File: config.mk
export PLATFORM = sky130hd
export DESIGN_NAME = scsp_port
export DESIGN_NICKNAME = d
export VERILOG_FILES = /design/src/scsp_sync2.v /design/src/scsp_event_rr.v /design/src/scsp_port.v
export VERILOG_INCLUDE_DIRS = /design/src
export SDC_FILE = /design/constraint.sdc
export NUM_CORES = 1
export LEC_CHECK = 0
export ABC_AREA = 1
export BUFFER_PORTS_ARGS = -buffer_cell sky130_fd_sc_hd__buf_2
export CAP_MARGIN = 20
export CORE_MARGIN = 2
export CORE_UTILIZATION = 66
export DETAILED_ROUTE_END_ITERATION = 10
export GPL_TIMING_DRIVEN = 0
export PLACE_DENSITY = 0.93
export SLEW_MARGIN = 5
export SYNTH_ARGS = -nofsm -noshare
export SYNTH_HDL_FRONTEND = slang
export SYNTH_HIERARCHICAL = 1
export SYNTH_SLANG_ARGS = --single-unit
export TNS_END_PERCENT = 5
File: constraint.sdc
create_clock -name ref_clk -period 9.99 [get_ports ref_clk]
set_input_delay 1.4985 -clock ref_clk [delete_from_list [all_inputs] [get_ports ref_clk]]
set_output_delay 1.4985 -clock ref_clk [all_outputs]
set_load 0.01 [all_outputs]
File: src/scsp_consts.vh
// command and status codes of the serial control and status port
`ifndef SCSP_CONSTS_VH
`define SCSP_CONSTS_VH

`define SCSP_BYTE_BITS         4'h8
`define SCSP_NULL_CMD          8'hff
`define SCSP_CMD_POWER_UP      8'h20
`define SCSP_CMD_POWER_DOWN    8'h21
`define SCSP_CMD_D_REQUEST_CLASS1         8'h0e
`define SCSP_CMD_D_REQUEST_CLASS2         8'h0f
`define SCSP_CMD_DACC_ON       8'h90
`define SCSP_CMD_DACC_OFF      8'h91
`define SCSP_CMD_ECHO_ZERO     8'h96
`define SCSP_CMD_ECHO_INV      8'h97
`define SCSP_CMD_ECHO_NORM     8'h9c
`define SCSP_CMD_EOM_ON        8'h10
`define SCSP_CMD_EOM_OFF       8'h11
`define SCSP_CMD_MAINT1_ON     8'h12
`define SCSP_CMD_MAINT1_OFF    8'h13
`define SCSP_CMD_TICK5_ON      8'h22
`define SCSP_CMD_TICK5_OFF     8'h23
`define SCSP_CMD_TICK30_ON     8'h24
`define SCSP_CMD_TICK30_OFF    8'h25
`define SCSP_CMD_MAINT2_ON     8'h26
`define SCSP_CMD_MAINT2_OFF    8'h27
`define SCSP_CMD_CHECK_ON      8'h28
`define SCSP_CMD_CHECK_OFF     8'h29
`define SCSP_CMD_BEAR1_ON      8'h14
`define SCSP_CMD_BEAR1_OFF     8'h15
`define SCSP_CMD_BEAR2_ON      8'h16
`define SCSP_CMD_BEAR2_OFF     8'h17
`define SCSP_CMD_LOOP_B1_LINE  8'h18
`define SCSP_CMD_LOOP_B2_LINE  8'h19
`define SCSP_CMD_LOOP_ALL_HOST 8'h1a
`define SCSP_CMD_LOOP_CLEAR    8'h1b
`define SCSP_CMD_LOOP_B1_HOST  8'h1c
`define SCSP_CMD_LOOP_B2_HOST  8'h1d
`define SCSP_CMD_STATE_ON      8'ha0
`define SCSP_CMD_STATE_OFF     8'ha1
`define SCSP_CMD_EXTRA_ON      8'ha2
`define SCSP_CMD_EXTRA_OFF     8'ha3
`define SCSP_CMD_INV_B1        8'ha4
`define SCSP_CMD_INV_B2        8'ha5
`define SCSP_CMD_NORM_POL      8'ha6
// message-load groups match on the upper nibble
`define SCSP_GRP_MT1_LOW       4'h3
`define SCSP_GRP_MT1_HIGH      4'h4
`define SCSP_GRP_MT2           4'h5
// pin redefinition matches on bits 7..3
`define SCSP_GRP_PIN_REDEFINE        5'h17

// loopback selector values
`define SCSP_LOOP_NONE         3'h0
`define SCSP_LOOP_B1_LINE      3'h1
`define SCSP_LOOP_B2_LINE      3'h2
`define SCSP_LOOP_ALL_HOST     3'h3
`define SCSP_LOOP_B1_HOST      3'h4
`define SCSP_LOOP_B2_HOST      3'h5
// echo modes
`define SCSP_ECHO_NORMAL       2'h0
`define SCSP_ECHO_ZERO         2'h1
`define SCSP_ECHO_INVERT       2'h2

// status codes
`define SCSP_ST_NO_CHANGE      8'h00
`define SCSP_ST_WAKE           8'h02
`define SCSP_ST_PENDING        8'h03
`define SCSP_ST_TICK           8'h04
`define SCSP_ST_RX_ERR         8'h05
`define SCSP_ST_EOM            8'h06
`define SCSP_ST_CONTENTION     8'h07
`define SCSP_ST_SLIP_BASE      8'h08
`define SCSP_ST_ACTIVATED      8'h0c
`define SCSP_ST_FRAME_LOSS     8'h0e
`define SCSP_ST_DEACTIVATED    8'h0f
`define SCSP_ST_MAINT1_HI      4'h3
`define SCSP_ST_MAINT2_HI      4'h5

// event source indices
`define SCSP_EV_WAKE           4'h0
`define SCSP_EV_PENDING        4'h1
`define SCSP_EV_ACTIVATED      4'h2
`define SCSP_EV_FRAME_LOSS     4'h3
`define SCSP_EV_DEACTIVATED    4'h4
`define SCSP_EV_EOM            4'h5
`define SCSP_EV_CONTENTION     4'h6
`define SCSP_EV_MAINT1         4'h7
`define SCSP_EV_MAINT2         4'h8
`define SCSP_EV_TICK           4'h9
`define SCSP_EV_RX_ERR         4'ha
`define SCSP_EV_SLIP           4'hb
`define SCSP_EV_COUNT          12

// multiframes per long tick
`define SCSP_TICK30_DIV        3'h6

`endif

File: src/scsp_sync2.v
// two-stage synchroniser for pins from outside the clock domain
module scsp_sync2 #(
	parameter W = 1
) (
	// clock and reset
	input  wire         clk,
	input  wire         rst_n,
	// data
	input  wire [W-1:0] d,
	output reg  [W-1:0] q
);

	reg [W-1:0] stage1;

	always @(posedge clk) begin
		if (!rst_n) begin
			stage1 <= {W{1'b1}};
			q      <= {W{1'b1}};
		end else begin
			stage1 <= d;
			q      <= stage1;
		end
	end

endmodule // scsp_sync2

File: src/scsp_event_rr.v
// per-source event latches with round-robin selection
module scsp_event_rr #(
	parameter N  = 12,
	parameter PW = 4
) (
	// clock and reset
	input  wire          clk,
	input  wire          rst_n,
	// latch control
	input  wire [N-1:0]  setVec,
	input  wire [N-1:0]  clrVec,
	input  wire          take,
	// selection
	output reg  [N-1:0]  pending,
	output reg           anyPending,
	output reg  [PW-1:0] sel
);

	reg     [PW-1:0] ptr;
	reg     [N-1:0]  takeMask;
	reg     [N-1:0]  next_pending;
	reg              found;
	integer          i;
	integer          idx;

	// first pending source at or after the pointer, wrapping round
	always @* begin
		sel   = {PW{1'b0}};
		found = 1'b0;
		idx   = 0;
		for (i = 0; i < N; i = i + 1) begin
			idx = (ptr + i) % N;
			if (!found && pending[idx]) begin
				found = 1'b1;
				sel   = idx[PW-1:0];
			end
		end
		anyPending   = |pending;
		takeMask     = take ? ({{(N-1){1'b0}}, 1'b1} << sel) : {N{1'b0}};
		// a new event wins over any clear in the same cycle
		next_pending = (pending & ~clrVec & ~takeMask) | setVec;
	end

	always @(posedge clk) begin
		if (!rst_n) begin
			pending <= {N{1'b0}};
			ptr     <= {PW{1'b0}};
		end else begin
			pending <= next_pending;
			if (take && anyPending)
				ptr <= (sel == N - 1) ? {PW{1'b0}} : sel + 1'b1;
		end
	end

endmodule // scsp_event_rr

File: src/scsp_port.v
// serial control and status port: command shift, status shift, alert
module scsp_port (
	// clock and reset
	input  wire       ref_clk,
	input  wire       rst_n,
	// serial port pins
	input  wire       portShiftClock,
	input  wire       portSelectN,
	input  wire       serialCmdIn,
	output reg        statusShiftOut,
	output reg        statusOutEnN,
	output wire       alertOutN,
	output reg        alertOutEnN,
	// device events, one-cycle pulses on ref_clk
	input  wire       apEvent,
	input  wire       activatedEvent,
	input  wire       frameLossEvent,
	input  wire       deactivatedEvent,
	input  wire       eomEvent,
	input  wire       contentionEvent,
	input  wire       maintRx1Event,
	input  wire [3:0] maintRx1Msg,
	input  wire       maintRx2Event,
	input  wire [3:0] maintRx2Msg,
	input  wire       multiframeTick,
	input  wire       rxFrameErrorEvent,
	input  wire       slipTxEvent,
	input  wire       slipRxEvent,
	input  wire       lineActivity,
	// device state and mode
	input  wire [2:0] deviceState,
	input  wire       terminalMasterMode,
	// decoded controls
	output reg        poweredUp,
	output reg        dRequestClass1,
	output reg        dRequestClass2,
	output reg        dAccessEn,
	output reg  [1:0] echoMode,
	output reg        bearer1En,
	output reg        bearer2En,
	output reg        invertBearer1,
	output reg        invertBearer2,
	output reg  [2:0] loopSelect,
	output reg        rxCheckEn,
	output reg  [3:0] maintTxMsg,
	output reg        maint1TxLowLoad,
	output reg        maint1TxHighLoad,
	output reg        maint2TxLoad,
	output reg  [2:0] pinSelect,
	output reg        pinSelectLoad
);

`include "scsp_consts.vh"

	localparam PW = 4;
	localparam N  = `SCSP_EV_COUNT;

	////////////////////////////////////////////////////////////////////
	// pin synchronisation and edge detection

	wire [2:0] pinSync;
	reg        clkPrev;
	reg        selPrev;
	reg        lsdArmed;

	scsp_sync2 #(
		.W (3)
	) u_sync (
		.clk   (ref_clk),
		.rst_n (rst_n),
		.d     ({portShiftClock, portSelectN, serialCmdIn}),
		.q     (pinSync)
	);

	wire sclk     = pinSync[2];
	wire selN     = pinSync[1];
	wire cmdBit   = pinSync[0];
	wire sclkRise = sclk & ~clkPrev;
	wire sclkFall = ~sclk & clkPrev;
	wire selFall  = ~selN & selPrev;
	wire selRise  = selN & ~selPrev;

	always @(posedge ref_clk) begin
		if (!rst_n) begin
			clkPrev <= 1'b1;
			selPrev <= 1'b1;
		end else begin
			clkPrev <= sclk;
			selPrev <= selN;
		end
	end

	////////////////////////////////////////////////////////////////////
	// event latches and round-robin report selection

	reg        eomIrqEn;
	reg        maint1En;
	reg        maint2En;
	reg        tick5En;
	reg        tick30En;
	reg        extraEventsEn;
	reg        stateReportEn;
	reg  [2:0] tickDiv;
	reg  [3:0] maint1Data;
	reg  [3:0] maint2Data;
	reg  [1:0] slipData;
	reg        take;
	reg  [7:0] reportByte;
	reg  [N-1:0] setVec;
	reg  [N-1:0] clrVec;
	wire [N-1:0] pending;
	wire       anyPending;
	wire [PW-1:0] sel;
	reg        cmdPowerUp;
	reg        cmdPowerDown;

	wire tick30 = multiframeTick && (tickDiv == `SCSP_TICK30_DIV - 3'h1);
	wire lsdHit = lsdArmed && !poweredUp && lineActivity;

	always @* begin
		setVec = {N{1'b0}};
		clrVec = {N{1'b0}};
		setVec[`SCSP_EV_WAKE]        = lsdHit;
		setVec[`SCSP_EV_PENDING]     = apEvent;
		setVec[`SCSP_EV_ACTIVATED]   = activatedEvent;
		setVec[`SCSP_EV_FRAME_LOSS]  = frameLossEvent;
		setVec[`SCSP_EV_DEACTIVATED] = deactivatedEvent;
		setVec[`SCSP_EV_EOM]         = eomEvent && eomIrqEn;
		setVec[`SCSP_EV_CONTENTION]  = contentionEvent;
		setVec[`SCSP_EV_MAINT1]      = maintRx1Event && maint1En;
		setVec[`SCSP_EV_MAINT2]      = maintRx2Event && maint2En;
		setVec[`SCSP_EV_TICK]        = (multiframeTick && tick5En) || (tick30 && tick30En);
		setVec[`SCSP_EV_RX_ERR]      = rxFrameErrorEvent && extraEventsEn;
		setVec[`SCSP_EV_SLIP]        = (slipTxEvent || slipRxEvent) && extraEventsEn;
		// deactivation flushes every other report
		if (deactivatedEvent) begin
			clrVec = {N{1'b1}};
			clrVec[`SCSP_EV_DEACTIVATED] = 1'b0;
		end
		// power commands clear the wake report
		if (cmdPowerUp || cmdPowerDown)
			clrVec[`SCSP_EV_WAKE] = 1'b1;
	end

	scsp_event_rr #(
		.N  (N),
		.PW (PW)
	) u_events (
		.clk        (ref_clk),
		.rst_n      (rst_n),
		.setVec     (setVec),
		.clrVec     (clrVec),
		.take       (take),
		.pending    (pending),
		.anyPending (anyPending),
		.sel        (sel)
	);

	// status byte for the selected source
	always @* begin
		case (sel)
			`SCSP_EV_WAKE:        reportByte = `SCSP_ST_WAKE;
			`SCSP_EV_PENDING:     reportByte = `SCSP_ST_PENDING;
			`SCSP_EV_ACTIVATED:   reportByte = `SCSP_ST_ACTIVATED;
			`SCSP_EV_FRAME_LOSS:  reportByte = `SCSP_ST_FRAME_LOSS;
			`SCSP_EV_DEACTIVATED: reportByte = `SCSP_ST_DEACTIVATED;
			`SCSP_EV_EOM:         reportByte = `SCSP_ST_EOM;
			`SCSP_EV_CONTENTION:  reportByte = `SCSP_ST_CONTENTION;
			`SCSP_EV_MAINT1:      reportByte = {`SCSP_ST_MAINT1_HI, maint1Data};
			`SCSP_EV_MAINT2:      reportByte = {`SCSP_ST_MAINT2_HI, maint2Data};
			`SCSP_EV_TICK:        reportByte = `SCSP_ST_TICK;
			`SCSP_EV_RX_ERR:      reportByte = `SCSP_ST_RX_ERR;
			`SCSP_EV_SLIP:        reportByte = `SCSP_ST_SLIP_BASE | {6'h00, slipData};
			default:              reportByte = `SCSP_ST_NO_CHANGE;
		endcase
	end

	// event payloads: a later maintenance message overwrites the held value; slip bits accumulate while pending
	always @(posedge ref_clk) begin
		if (!rst_n) begin
			maint1Data <= 4'h0;
			maint2Data <= 4'h0;
			slipData   <= 2'h0;
			tickDiv    <= 3'h0;
			lsdArmed   <= 1'b1;
		end else begin
			if (setVec[`SCSP_EV_MAINT1])
				maint1Data <= maintRx1Msg;
			if (setVec[`SCSP_EV_MAINT2])
				maint2Data <= maintRx2Msg;
			if (setVec[`SCSP_EV_SLIP])
				slipData <= {slipRxEvent, slipTxEvent} |
					(pending[`SCSP_EV_SLIP] ? slipData : 2'h0);
			else if (!pending[`SCSP_EV_SLIP])
				slipData <= 2'h0;
			if (multiframeTick)
				tickDiv <= tick30 ? 3'h0 : tickDiv + 3'h1;
			// one detect per power-down; power-up disarms, power-down re-arms
			if (cmdPowerUp)
				lsdArmed <= 1'b0;
			else if (cmdPowerDown)
				lsdArmed <= 1'b1;
			else if (lsdHit)
				lsdArmed <= 1'b0;
		end
	end

	////////////////////////////////////////////////////////////////////
	// byte exchange and alert

	localparam ST_IDLE  = 1'b0;
	localparam ST_SHIFT = 1'b1;

	reg       state;
	reg [7:0] cmdShift;
	reg [7:0] outShift;
	reg [3:0] bitCount;
	reg       alertAct;
	reg       cmdValid;
	reg [7:0] cmdByte;

	assign alertOutN = 1'b0;

	// consume the report in the cycle that loads it, so a new event cannot move the selection
	always @* begin
		take = (state == ST_IDLE) && selFall && anyPending;
	end

	always @(posedge ref_clk) begin
		if (!rst_n) begin
			state          <= ST_IDLE;
			cmdShift       <= 8'h00;
			outShift       <= 8'h00;
			bitCount       <= 4'h0;
			alertAct       <= 1'b0;
			cmdValid       <= 1'b0;
			cmdByte        <= `SCSP_NULL_CMD;
			statusShiftOut <= 1'b0;
			statusOutEnN   <= 1'b1;
			alertOutEnN    <= 1'b1;
		end else begin
			cmdValid <= 1'b0;
			// alert may only assert while select is high
			if (!selN && sclkRise)
				alertAct <= 1'b0;
			else if (selN && state == ST_IDLE && anyPending)
				alertAct <= 1'b1;
			alertOutEnN <= ~alertAct;
			case (state)
				ST_IDLE: begin
					statusOutEnN <= 1'b1;
					if (selFall) begin
						// present the report, the device-state byte when enabled, or the no-change byte
						if (anyPending) begin
							outShift <= reportByte;
						end else if (stateReportEn) begin
							outShift <= {1'b1, deviceState, 4'h0};
						end else begin
							outShift <= `SCSP_ST_NO_CHANGE;
						end
						bitCount <= 4'h0;
						state    <= ST_SHIFT;
					end
				end
				ST_SHIFT: begin
					statusOutEnN   <= 1'b0;
					statusShiftOut <= outShift[7];
					if (selRise) begin
						// only a full byte is executed
						cmdValid <= (bitCount == `SCSP_BYTE_BITS);
						cmdByte  <= cmdShift;
						state    <= ST_IDLE;
						statusOutEnN <= 1'b1;
					end else begin
						if (sclkRise) begin
							cmdShift <= {cmdShift[6:0], cmdBit};
							if (bitCount != 4'hf)
								bitCount <= bitCount + 4'h1;
						end
						// first bit stands from select fall; shift on each fall after a rise
						if (sclkFall && bitCount != 4'h0)
							outShift <= {outShift[6:0], 1'b0};
					end
				end
				default: state <= ST_IDLE;
			endcase
		end
	end

	////////////////////////////////////////////////////////////////////
	// command execution, works in either power state

	always @* begin
		cmdPowerUp   = cmdValid && cmdByte == `SCSP_CMD_POWER_UP;
		cmdPowerDown = cmdValid && cmdByte == `SCSP_CMD_POWER_DOWN;
	end

	always @(posedge ref_clk) begin
		if (!rst_n) begin
			poweredUp        <= 1'b0;
			dRequestClass1   <= 1'b0;
			dRequestClass2   <= 1'b0;
			dAccessEn        <= terminalMasterMode;
			echoMode         <= `SCSP_ECHO_NORMAL;
			eomIrqEn         <= 1'b1;
			maint1En         <= 1'b0;
			maint2En         <= 1'b0;
			tick5En          <= 1'b0;
			tick30En         <= 1'b0;
			rxCheckEn        <= 1'b0;
			extraEventsEn    <= 1'b0;
			stateReportEn    <= 1'b0;
			bearer1En        <= 1'b0;
			bearer2En        <= 1'b0;
			invertBearer1    <= 1'b0;
			invertBearer2    <= 1'b0;
			loopSelect       <= `SCSP_LOOP_NONE;
			maintTxMsg       <= 4'h0;
			maint1TxLowLoad  <= 1'b0;
			maint1TxHighLoad <= 1'b0;
			maint2TxLoad     <= 1'b0;
			pinSelect        <= 3'h0;
			pinSelectLoad    <= 1'b0;
		end else begin
			dRequestClass1   <= 1'b0;
			dRequestClass2   <= 1'b0;
			maint1TxLowLoad  <= 1'b0;
			maint1TxHighLoad <= 1'b0;
			maint2TxLoad     <= 1'b0;
			pinSelectLoad    <= 1'b0;
			if (cmdValid) begin
				case (cmdByte[7:4])
					`SCSP_GRP_MT1_LOW: begin
						maintTxMsg      <= cmdByte[3:0];
						maint1TxLowLoad <= 1'b1;
					end
					`SCSP_GRP_MT1_HIGH: begin
						maintTxMsg       <= cmdByte[3:0];
						maint1TxHighLoad <= 1'b1;
					end
					`SCSP_GRP_MT2: begin
						maintTxMsg   <= cmdByte[3:0];
						maint2TxLoad <= 1'b1;
					end
					default: begin
						if (cmdByte[7:3] == `SCSP_GRP_PIN_REDEFINE) begin
							pinSelect     <= cmdByte[2:0];
							pinSelectLoad <= 1'b1;
						end
					end
				endcase
				case (cmdByte)
					`SCSP_CMD_POWER_UP:      poweredUp      <= 1'b1;
					`SCSP_CMD_POWER_DOWN:    poweredUp      <= 1'b0;
					`SCSP_CMD_D_REQUEST_CLASS1:         dRequestClass1 <= 1'b1;
					`SCSP_CMD_D_REQUEST_CLASS2:         dRequestClass2 <= 1'b1;
					`SCSP_CMD_DACC_ON:       dAccessEn      <= 1'b1;
					`SCSP_CMD_DACC_OFF:      dAccessEn      <= 1'b0;
					`SCSP_CMD_ECHO_ZERO:     echoMode <= `SCSP_ECHO_ZERO;
					`SCSP_CMD_ECHO_INV:      echoMode <= `SCSP_ECHO_INVERT;
					`SCSP_CMD_ECHO_NORM:     echoMode <= `SCSP_ECHO_NORMAL;
					`SCSP_CMD_EOM_ON:        eomIrqEn <= 1'b1;
					`SCSP_CMD_EOM_OFF:       eomIrqEn <= 1'b0;
					`SCSP_CMD_MAINT1_ON:     maint1En <= 1'b1;
					`SCSP_CMD_MAINT1_OFF:    maint1En <= 1'b0;
					`SCSP_CMD_MAINT2_ON:     maint2En <= 1'b1;
					`SCSP_CMD_MAINT2_OFF:    maint2En <= 1'b0;
					`SCSP_CMD_TICK5_ON:      tick5En  <= 1'b1;
					`SCSP_CMD_TICK5_OFF:     tick5En  <= 1'b0;
					`SCSP_CMD_TICK30_ON:     tick30En <= 1'b1;
					`SCSP_CMD_TICK30_OFF:    tick30En <= 1'b0;
					`SCSP_CMD_CHECK_ON:      rxCheckEn <= 1'b1;
					`SCSP_CMD_CHECK_OFF:     rxCheckEn <= 1'b0;
					`SCSP_CMD_BEAR1_ON:      bearer1En <= 1'b1;
					`SCSP_CMD_BEAR1_OFF:     bearer1En <= 1'b0;
					`SCSP_CMD_BEAR2_ON:      bearer2En <= 1'b1;
					`SCSP_CMD_BEAR2_OFF:     bearer2En <= 1'b0;
					`SCSP_CMD_INV_B1:        invertBearer1 <= 1'b1;
					`SCSP_CMD_INV_B2:        invertBearer2 <= 1'b1;
					`SCSP_CMD_NORM_POL: begin
						invertBearer1 <= 1'b0;
						invertBearer2 <= 1'b0;
					end
					`SCSP_CMD_LOOP_B1_LINE:  loopSelect <= `SCSP_LOOP_B1_LINE;
					`SCSP_CMD_LOOP_B2_LINE:  loopSelect <= `SCSP_LOOP_B2_LINE;
					`SCSP_CMD_LOOP_ALL_HOST: loopSelect <= `SCSP_LOOP_ALL_HOST;
					`SCSP_CMD_LOOP_B1_HOST:  loopSelect <= `SCSP_LOOP_B1_HOST;
					`SCSP_CMD_LOOP_B2_HOST:  loopSelect <= `SCSP_LOOP_B2_HOST;
					`SCSP_CMD_LOOP_CLEAR:    loopSelect <= `SCSP_LOOP_NONE;
					`SCSP_CMD_EXTRA_ON:      extraEventsEn <= 1'b1;
					`SCSP_CMD_EXTRA_OFF:     extraEventsEn <= 1'b0;
					`SCSP_CMD_STATE_ON:      stateReportEn <= 1'b1;
					`SCSP_CMD_STATE_OFF:     stateReportEn <= 1'b0;
					default: ;
				endcase
			end
		end
	end

endmodule // scsp_port

## Word level (Yosys, flattened, before mapping)

Cells that the tools add are included.
Widths: inputs -> output; s select.

- Bits in writable memories: 0
- Bits in registers: 104
- ROM bits: 0
- Input bits: 30
- Memories: 0
- Bits in latches: 0

- Shift operators: 1
- Bitwise gates (word level): 20
- $lt $le $gt $ge: 12
- Multiplexer cells: 110
- Reduce and logical (&&, ||, !) cells: 92
- Divide/modulo/power cells: 12
- Add/sub/neg operators: 14
- Equality and inequality tests: 63
- Multiply operators: 0

Operator list:

| operator | number |
|---|---|
| $lt 32x6->1 const B | 12 |
| $mod 32x4->32 const B | 11 |
| $eq 8x5->1 const B | 14 |
| $eq 8x8->1 const B | 12 |
| $pmux 7 s12 | 1 |
| $eq 8x6->1 const B | 10 |
| $mux 4 | 17 |
| $mux 1 | 50 |
| $bmux 1 s4 | 12 |
| $mux 8 | 5 |
| $reduce_and 2->1 | 19 |
| $mod 4x4->32 const B | 1 |
| $pmux 1 s2 | 16 |
| $logic_and 1x1->1 | 30 |
| $reduce_bool 2->1 | 13 |
| $and 12x12->12 | 2 |
| $eq 4x3->1 const B | 6 |
| $mux 12 | 2 |
| $not 12->12 | 2 |
| $add 4x3->5 const B | 4 |
| $add 4x4->5 const B | 4 |
| $eq 4x4->1 const B | 5 |
| $pmux 3 s6 | 1 |
| $eq 8x4->1 const B | 2 |
| other kinds (34) | 73 |

## Logic depth before layout (Yosys ltp)

- Depth after elaboration: 43
- Gate-level depth with buffers: 36
- Gate-level depth less buffers: 35

## Modules after synthesis

The synthesis kept the hierarchy.

By module, submodules not included:

| module | times used | seq. area each (µm²) | cells an instance | area each (µm²) |
|---|---|---|---|---|
| scsp_port | 1 | 1651.6 | 540 | 3711.1 |
| scsp_event_rr | 1 | 320.3 | 599 | 3484.6 |
| scsp_sync2 | 1 | 120.1 | 18 | 165.2 |

## Least setup slack after synthesis

OpenSTA, ideal clock, no wires.

- Path type: reg2reg
- From: register u_events.ptr[1]
- To: register u_events.pending[3]
- Slack: 5531 ps
- Clock period less this slack: 4459 ps
- Arrival: 4324 ps
- Data required time: 9855 ps
- Buffers on the path: 1
- Cell stages (with the launch flop): 33
- Path through: dfxtp_1 inv_1 clkbuf_1 ha_1 inv_2 nand2_1 nor2_1 nand2_1 nand3_1 nand2_1 ha_1 a21oi_2 nand2_2 nand2_1 nand2_2 nand2_1 nand2_1 nand3_1 nand4_4 nor2_8 nand4_4 nor2_8 nand3_1 nand2_1 inv_1 nand2_1 nand2_2 a21oi_4 ha_1 ha_1 nand2_1 o21ai_0 a21oi_1

- Word-level cells in the longest chain between the ends: 43
- Elaborated cells between the ends (all ways): 109
- Those cells by class: add/sub: 11; div: 12; shift: 1; mux: 60; bitwise: 3; reduce/logical: 22

RTL lines:

| what | line | text |
|---|---|---|
| start, declared | scsp_event_rr.v:19 | `reg [PW-1:0] ptr;` |
| start signal, assigned | scsp_event_rr.v:47 | `ptr <= {PW{1'b0}};` |
| start signal, assigned | scsp_event_rr.v:51 | `ptr <= (sel == N - 1) ? {PW{1'b0}} : sel + 1'b1;` |
| parallel branches: the longest is 37 deep, another holds $mod 32x4->32 | -- |  |
| $mux 4 * | scsp_event_rr.v:33 | `if (!found && pending[idx]) begin` |
| net sel[1] | scsp_port.v:113 | `wire [PW-1:0] sel;` |
| $shl 1x4->12 * | scsp_event_rr.v:39 | `takeMask = take ? ({{(N-1){1'b0}}, 1'b1} << sel) : {N{1'b0}};` |
| $mux 12 * | scsp_event_rr.v:39 |  |
| $not 12->12 * | scsp_event_rr.v:41 | `next_pending = (pending & ~clrVec & ~takeMask) \| setVec;` |
| $and 12x12->12 * | scsp_event_rr.v:41 |  |
| $or 12x12->12 * | scsp_event_rr.v:41 |  |
| end signal, assigned | scsp_event_rr.v:46 | `pending <= {N{1'b0}};` |
| end signal, assigned | scsp_event_rr.v:49 | `pending <= next_pending;` |
| end, declared | scsp_event_rr.v:14 | `output reg [N-1:0] pending,` |

Mark *: on every way through the listed nets, which the timed path passes. The select of a mux whose other input is x is not followed.
A chain may end at the register's enable or synchronous reset.

## Worst setup path after layout

Ends and elaborated chain as after synthesis.

==> results.md <==
* Die W at 110 um
* Met1 Use GR at 45.0%
* Setup CP Type: register to register
* Vias per cell at 5.62
* Die Outline Area at 12000 sq um
* Max-slew violation total from the final report at 0
* Design Power at 1.44 mW
* Global-route usage over all layers at 33.6%
* H-tree depth at 3
* P_sw at 688 uW
* Area of the multi-input gates at 4460 sq um
* Pleak at 4.09 nW
* Cell taking the most area after synthesis: dfxtp_1
* RSZ-0062 raised after global routing: no
* Final setup skew at 0.00993 ns
* Num CTS Buffers at 9
* DP Wirelength at 14.7 mm
* Met2 usage at 53.6%
* #FFs+latches synth at 104
* CTS tree: built
* Slew headroom at 47.1%
* Setup_tns at 0 ns
* Clk sinks at 104
* Boundary pin count at 59
* Power density over cell area at 179 nW/um^2
* GRT overflow at 0
* Die Y at 110 um
* FFs w/ async S/R, synth at 0%
* Post-Syn Area at 7360 sq um
* DR iter-0 viols at 798
* CP startpoint kind: register
* Worst slew pin tran at 0.785 ns
* Cts hold-fix bufs at 0
* Antenna fix cells at 0
* Setup repair bufs after CTS at 0
* Maximum clock path buffer count at 2
* Fin Hold WS at 0.411 ns
* Delay of the slowest critical-path stage at 0.51 ns
* Vias in the first global route at 7026
* Hold Crit Class: register to register
* Post-CTS sizing at 0
* Reg power frac at 30.7%
* Slowest CP cell: clkbuf_1
* Ranking of synthesized cells by area: dfxtp_1 28%, nand2_1 14%, inv_1 8.7%, nor2_1 7.8%, ha_1 7.1%
* Clock power frac at 17.6%
* Cell variety after synth at 53
* Fin nets at 1298
* Internal at 749 uW
* Number of flops mapped to enable cells by yosys at 1
* Area Overhead vs Synth at 8.89%
* Final Worst Setup Slack at 4.58 ns
* Sw Share at 47.9%
* Maxcap violations at 0
* CP Data Arrival Time at 5.67 ns
* Grt peak-use layer: met2
* CP dominant cell by count: nand2_1
* Synth Area per Inst at 6.36 sq um
* Initial antenna violation count at 0
* Initial core utilization at 67.9%
* Reg area at 2090 sq um
* ANT nets after route at 0
* Clk slew on worst S/H paths at 0.10 ns
* Clock Tree Root: clkbuf_8
* Area of the core at 10800 sq um
* Setup crit start: u_events/ptr[1]
* Via Count at 7700
* Layout fillers at 880
* Pin count of the biggest net entering global routing at 20
* Post-synthesis sequential area ratio at 28.4%
* Drt wl/cell at 14.0 um
* Share of layout cells above drive strength 1 at 13.4%
* Syn. warnings at 6
* Final Core Density at 73.9%
* Cell area after layout at 8020 sq um
* Dpl cell area at 7830 sq um
* Top_reg_cell synth: dfxtp_1
* Worst endpoint required time at 10.25 ns
* DRC violations left at 0
* Row Count at 38
* Top-count cell post-synth: nand2_1
* Drt first pass iters at 5
* Final hold viol count at 0
* Endpoints failing setup at 0
* Combinational share of power at 51.7%
* Outcome: finished clean
* # port buffers at 57
* Worst skew pair latency at 0.39 ns
* Fmax at 0.185 GHz
* Syn Inst Count at 1157
* Non-filler cells, final at 1371
* Yosys top cell area share at 28.0%
* Met3 usage at 7.23%
* VDD IR max at 0.000138 V
* Final WL at 19.2 mm
* Hold path startpoint: u_sync/stage1[2]
* Placer Congestion at 0.996
* Period utilization at 54.2%
* RR Startpoint: u_events/ptr[1]
* Pre-CTS setup slack at 4.67 ns
* First-pass GRT wire length at 32.0 mm
* Dpl cells at 1355
* Worst Setup End Kind: register
* CP Max Fanout at 14
* Min cycle time layout at 5.41 ns
* Commonest cells post-synth: 278 x nand2_1, 170 x inv_1, 153 x nor2_1
sequential cells by signal, indices dropped and copies added, names as in the netlist, 3 cells and up:
name / cells
u_events/pending: 12
cmdByte: 8
cmdShift: 8
outShift: 8
bitCount: 4
maint1Data: 4
maint2Data: 4
maintTxMsg: 4
u_events/ptr: 4
loopSelect: 3
pinSelect: 3
tickDiv: 3
u_sync/q: 3
u_sync/stage1: 3
kinds of logic after synthesis:
logic type | after synthesis | share of synthesized area [%]
XOR/XNOR | 10 | 1.50
AO/OA/AOI/OAI | 191 | 14.6
flip-flops | 104 | 28.4
AND/OR/NAND/NOR | 604 | 37.2
buffers and inverters | 204 | 11.0
other | 1 | 0.0509
adder cells (fa/ha/maj) | 42 | 7.14
multiplexers | 1 | 0.136
cells in the final DEF, fill, tap and decap left out, types with 9 or more instances in the layout:
master	Yosys	final
a21oi_1	56	56
buf_2	4	61
clkbuf_8	0	9
dfxtp_1	103	103
ha_1	42	42
inv_1	170	170
nand2_1	278	278
nand2_2	20	20
nand3_1	78	78
nand4_1	12	12
nor2_1	153	153
nor2_2	9	9
nor3_1	14	14
o211ai_1	9	9
o21ai_0	79	79
o21ai_1	19	19
power groups by stage:
stage               logic, mW  clock network [mW]  registers, mW
finish                  0.742               0.253          0.441
global route            0.830               0.272          0.443
CTS                     0.721               0.254          0.441
detailed placement      0.716                   0          0.450
global placement        0.700                   0          0.450
floorplan               0.566                   0          0.446
cell type report:
class	count	share of cell area, %
multi-input cells	850	55.7
flip-flops and latches	104	26.1
inverters	181	8.48
repair buffers	57	3.56
well taps	140	2.19
plain buffers	23	1.61
clock buffers	9	1.55
clock inverters	7	0.827
critical path: cells and delay by family, from the launching register on:
family / cells / cell delay, ns
buf+inv: 4 / 0.87
flops: 1 / 0.44
compound gates: 5 / 1.00
fa+ha+maj: 4 / 1.16
simple gates: 17 / 1.81
worst paths after layout:
path / endpoint / slack (ns) / depth (start not counted)
worst max-delay path: u_events/pending[3] / 4.58 / 30
worst min-delay path: u_sync/q[2] / 0.41 / 2
worst max register to register: u_events/pending[3] / 4.58 / 30
worst min register to register: u_sync/q[2] / 0.41 / 2
per-layer routing:
layer	wire length, um	up-vias	part of all wire, %
met5	0	-	0
met4	374	0	1.9
met3	1780	45	9.2
met2	8750	364	46
met1	8320	3478	43
li1	-	3813	-
No activity file was read; power rests on OpenSTA's default activity.
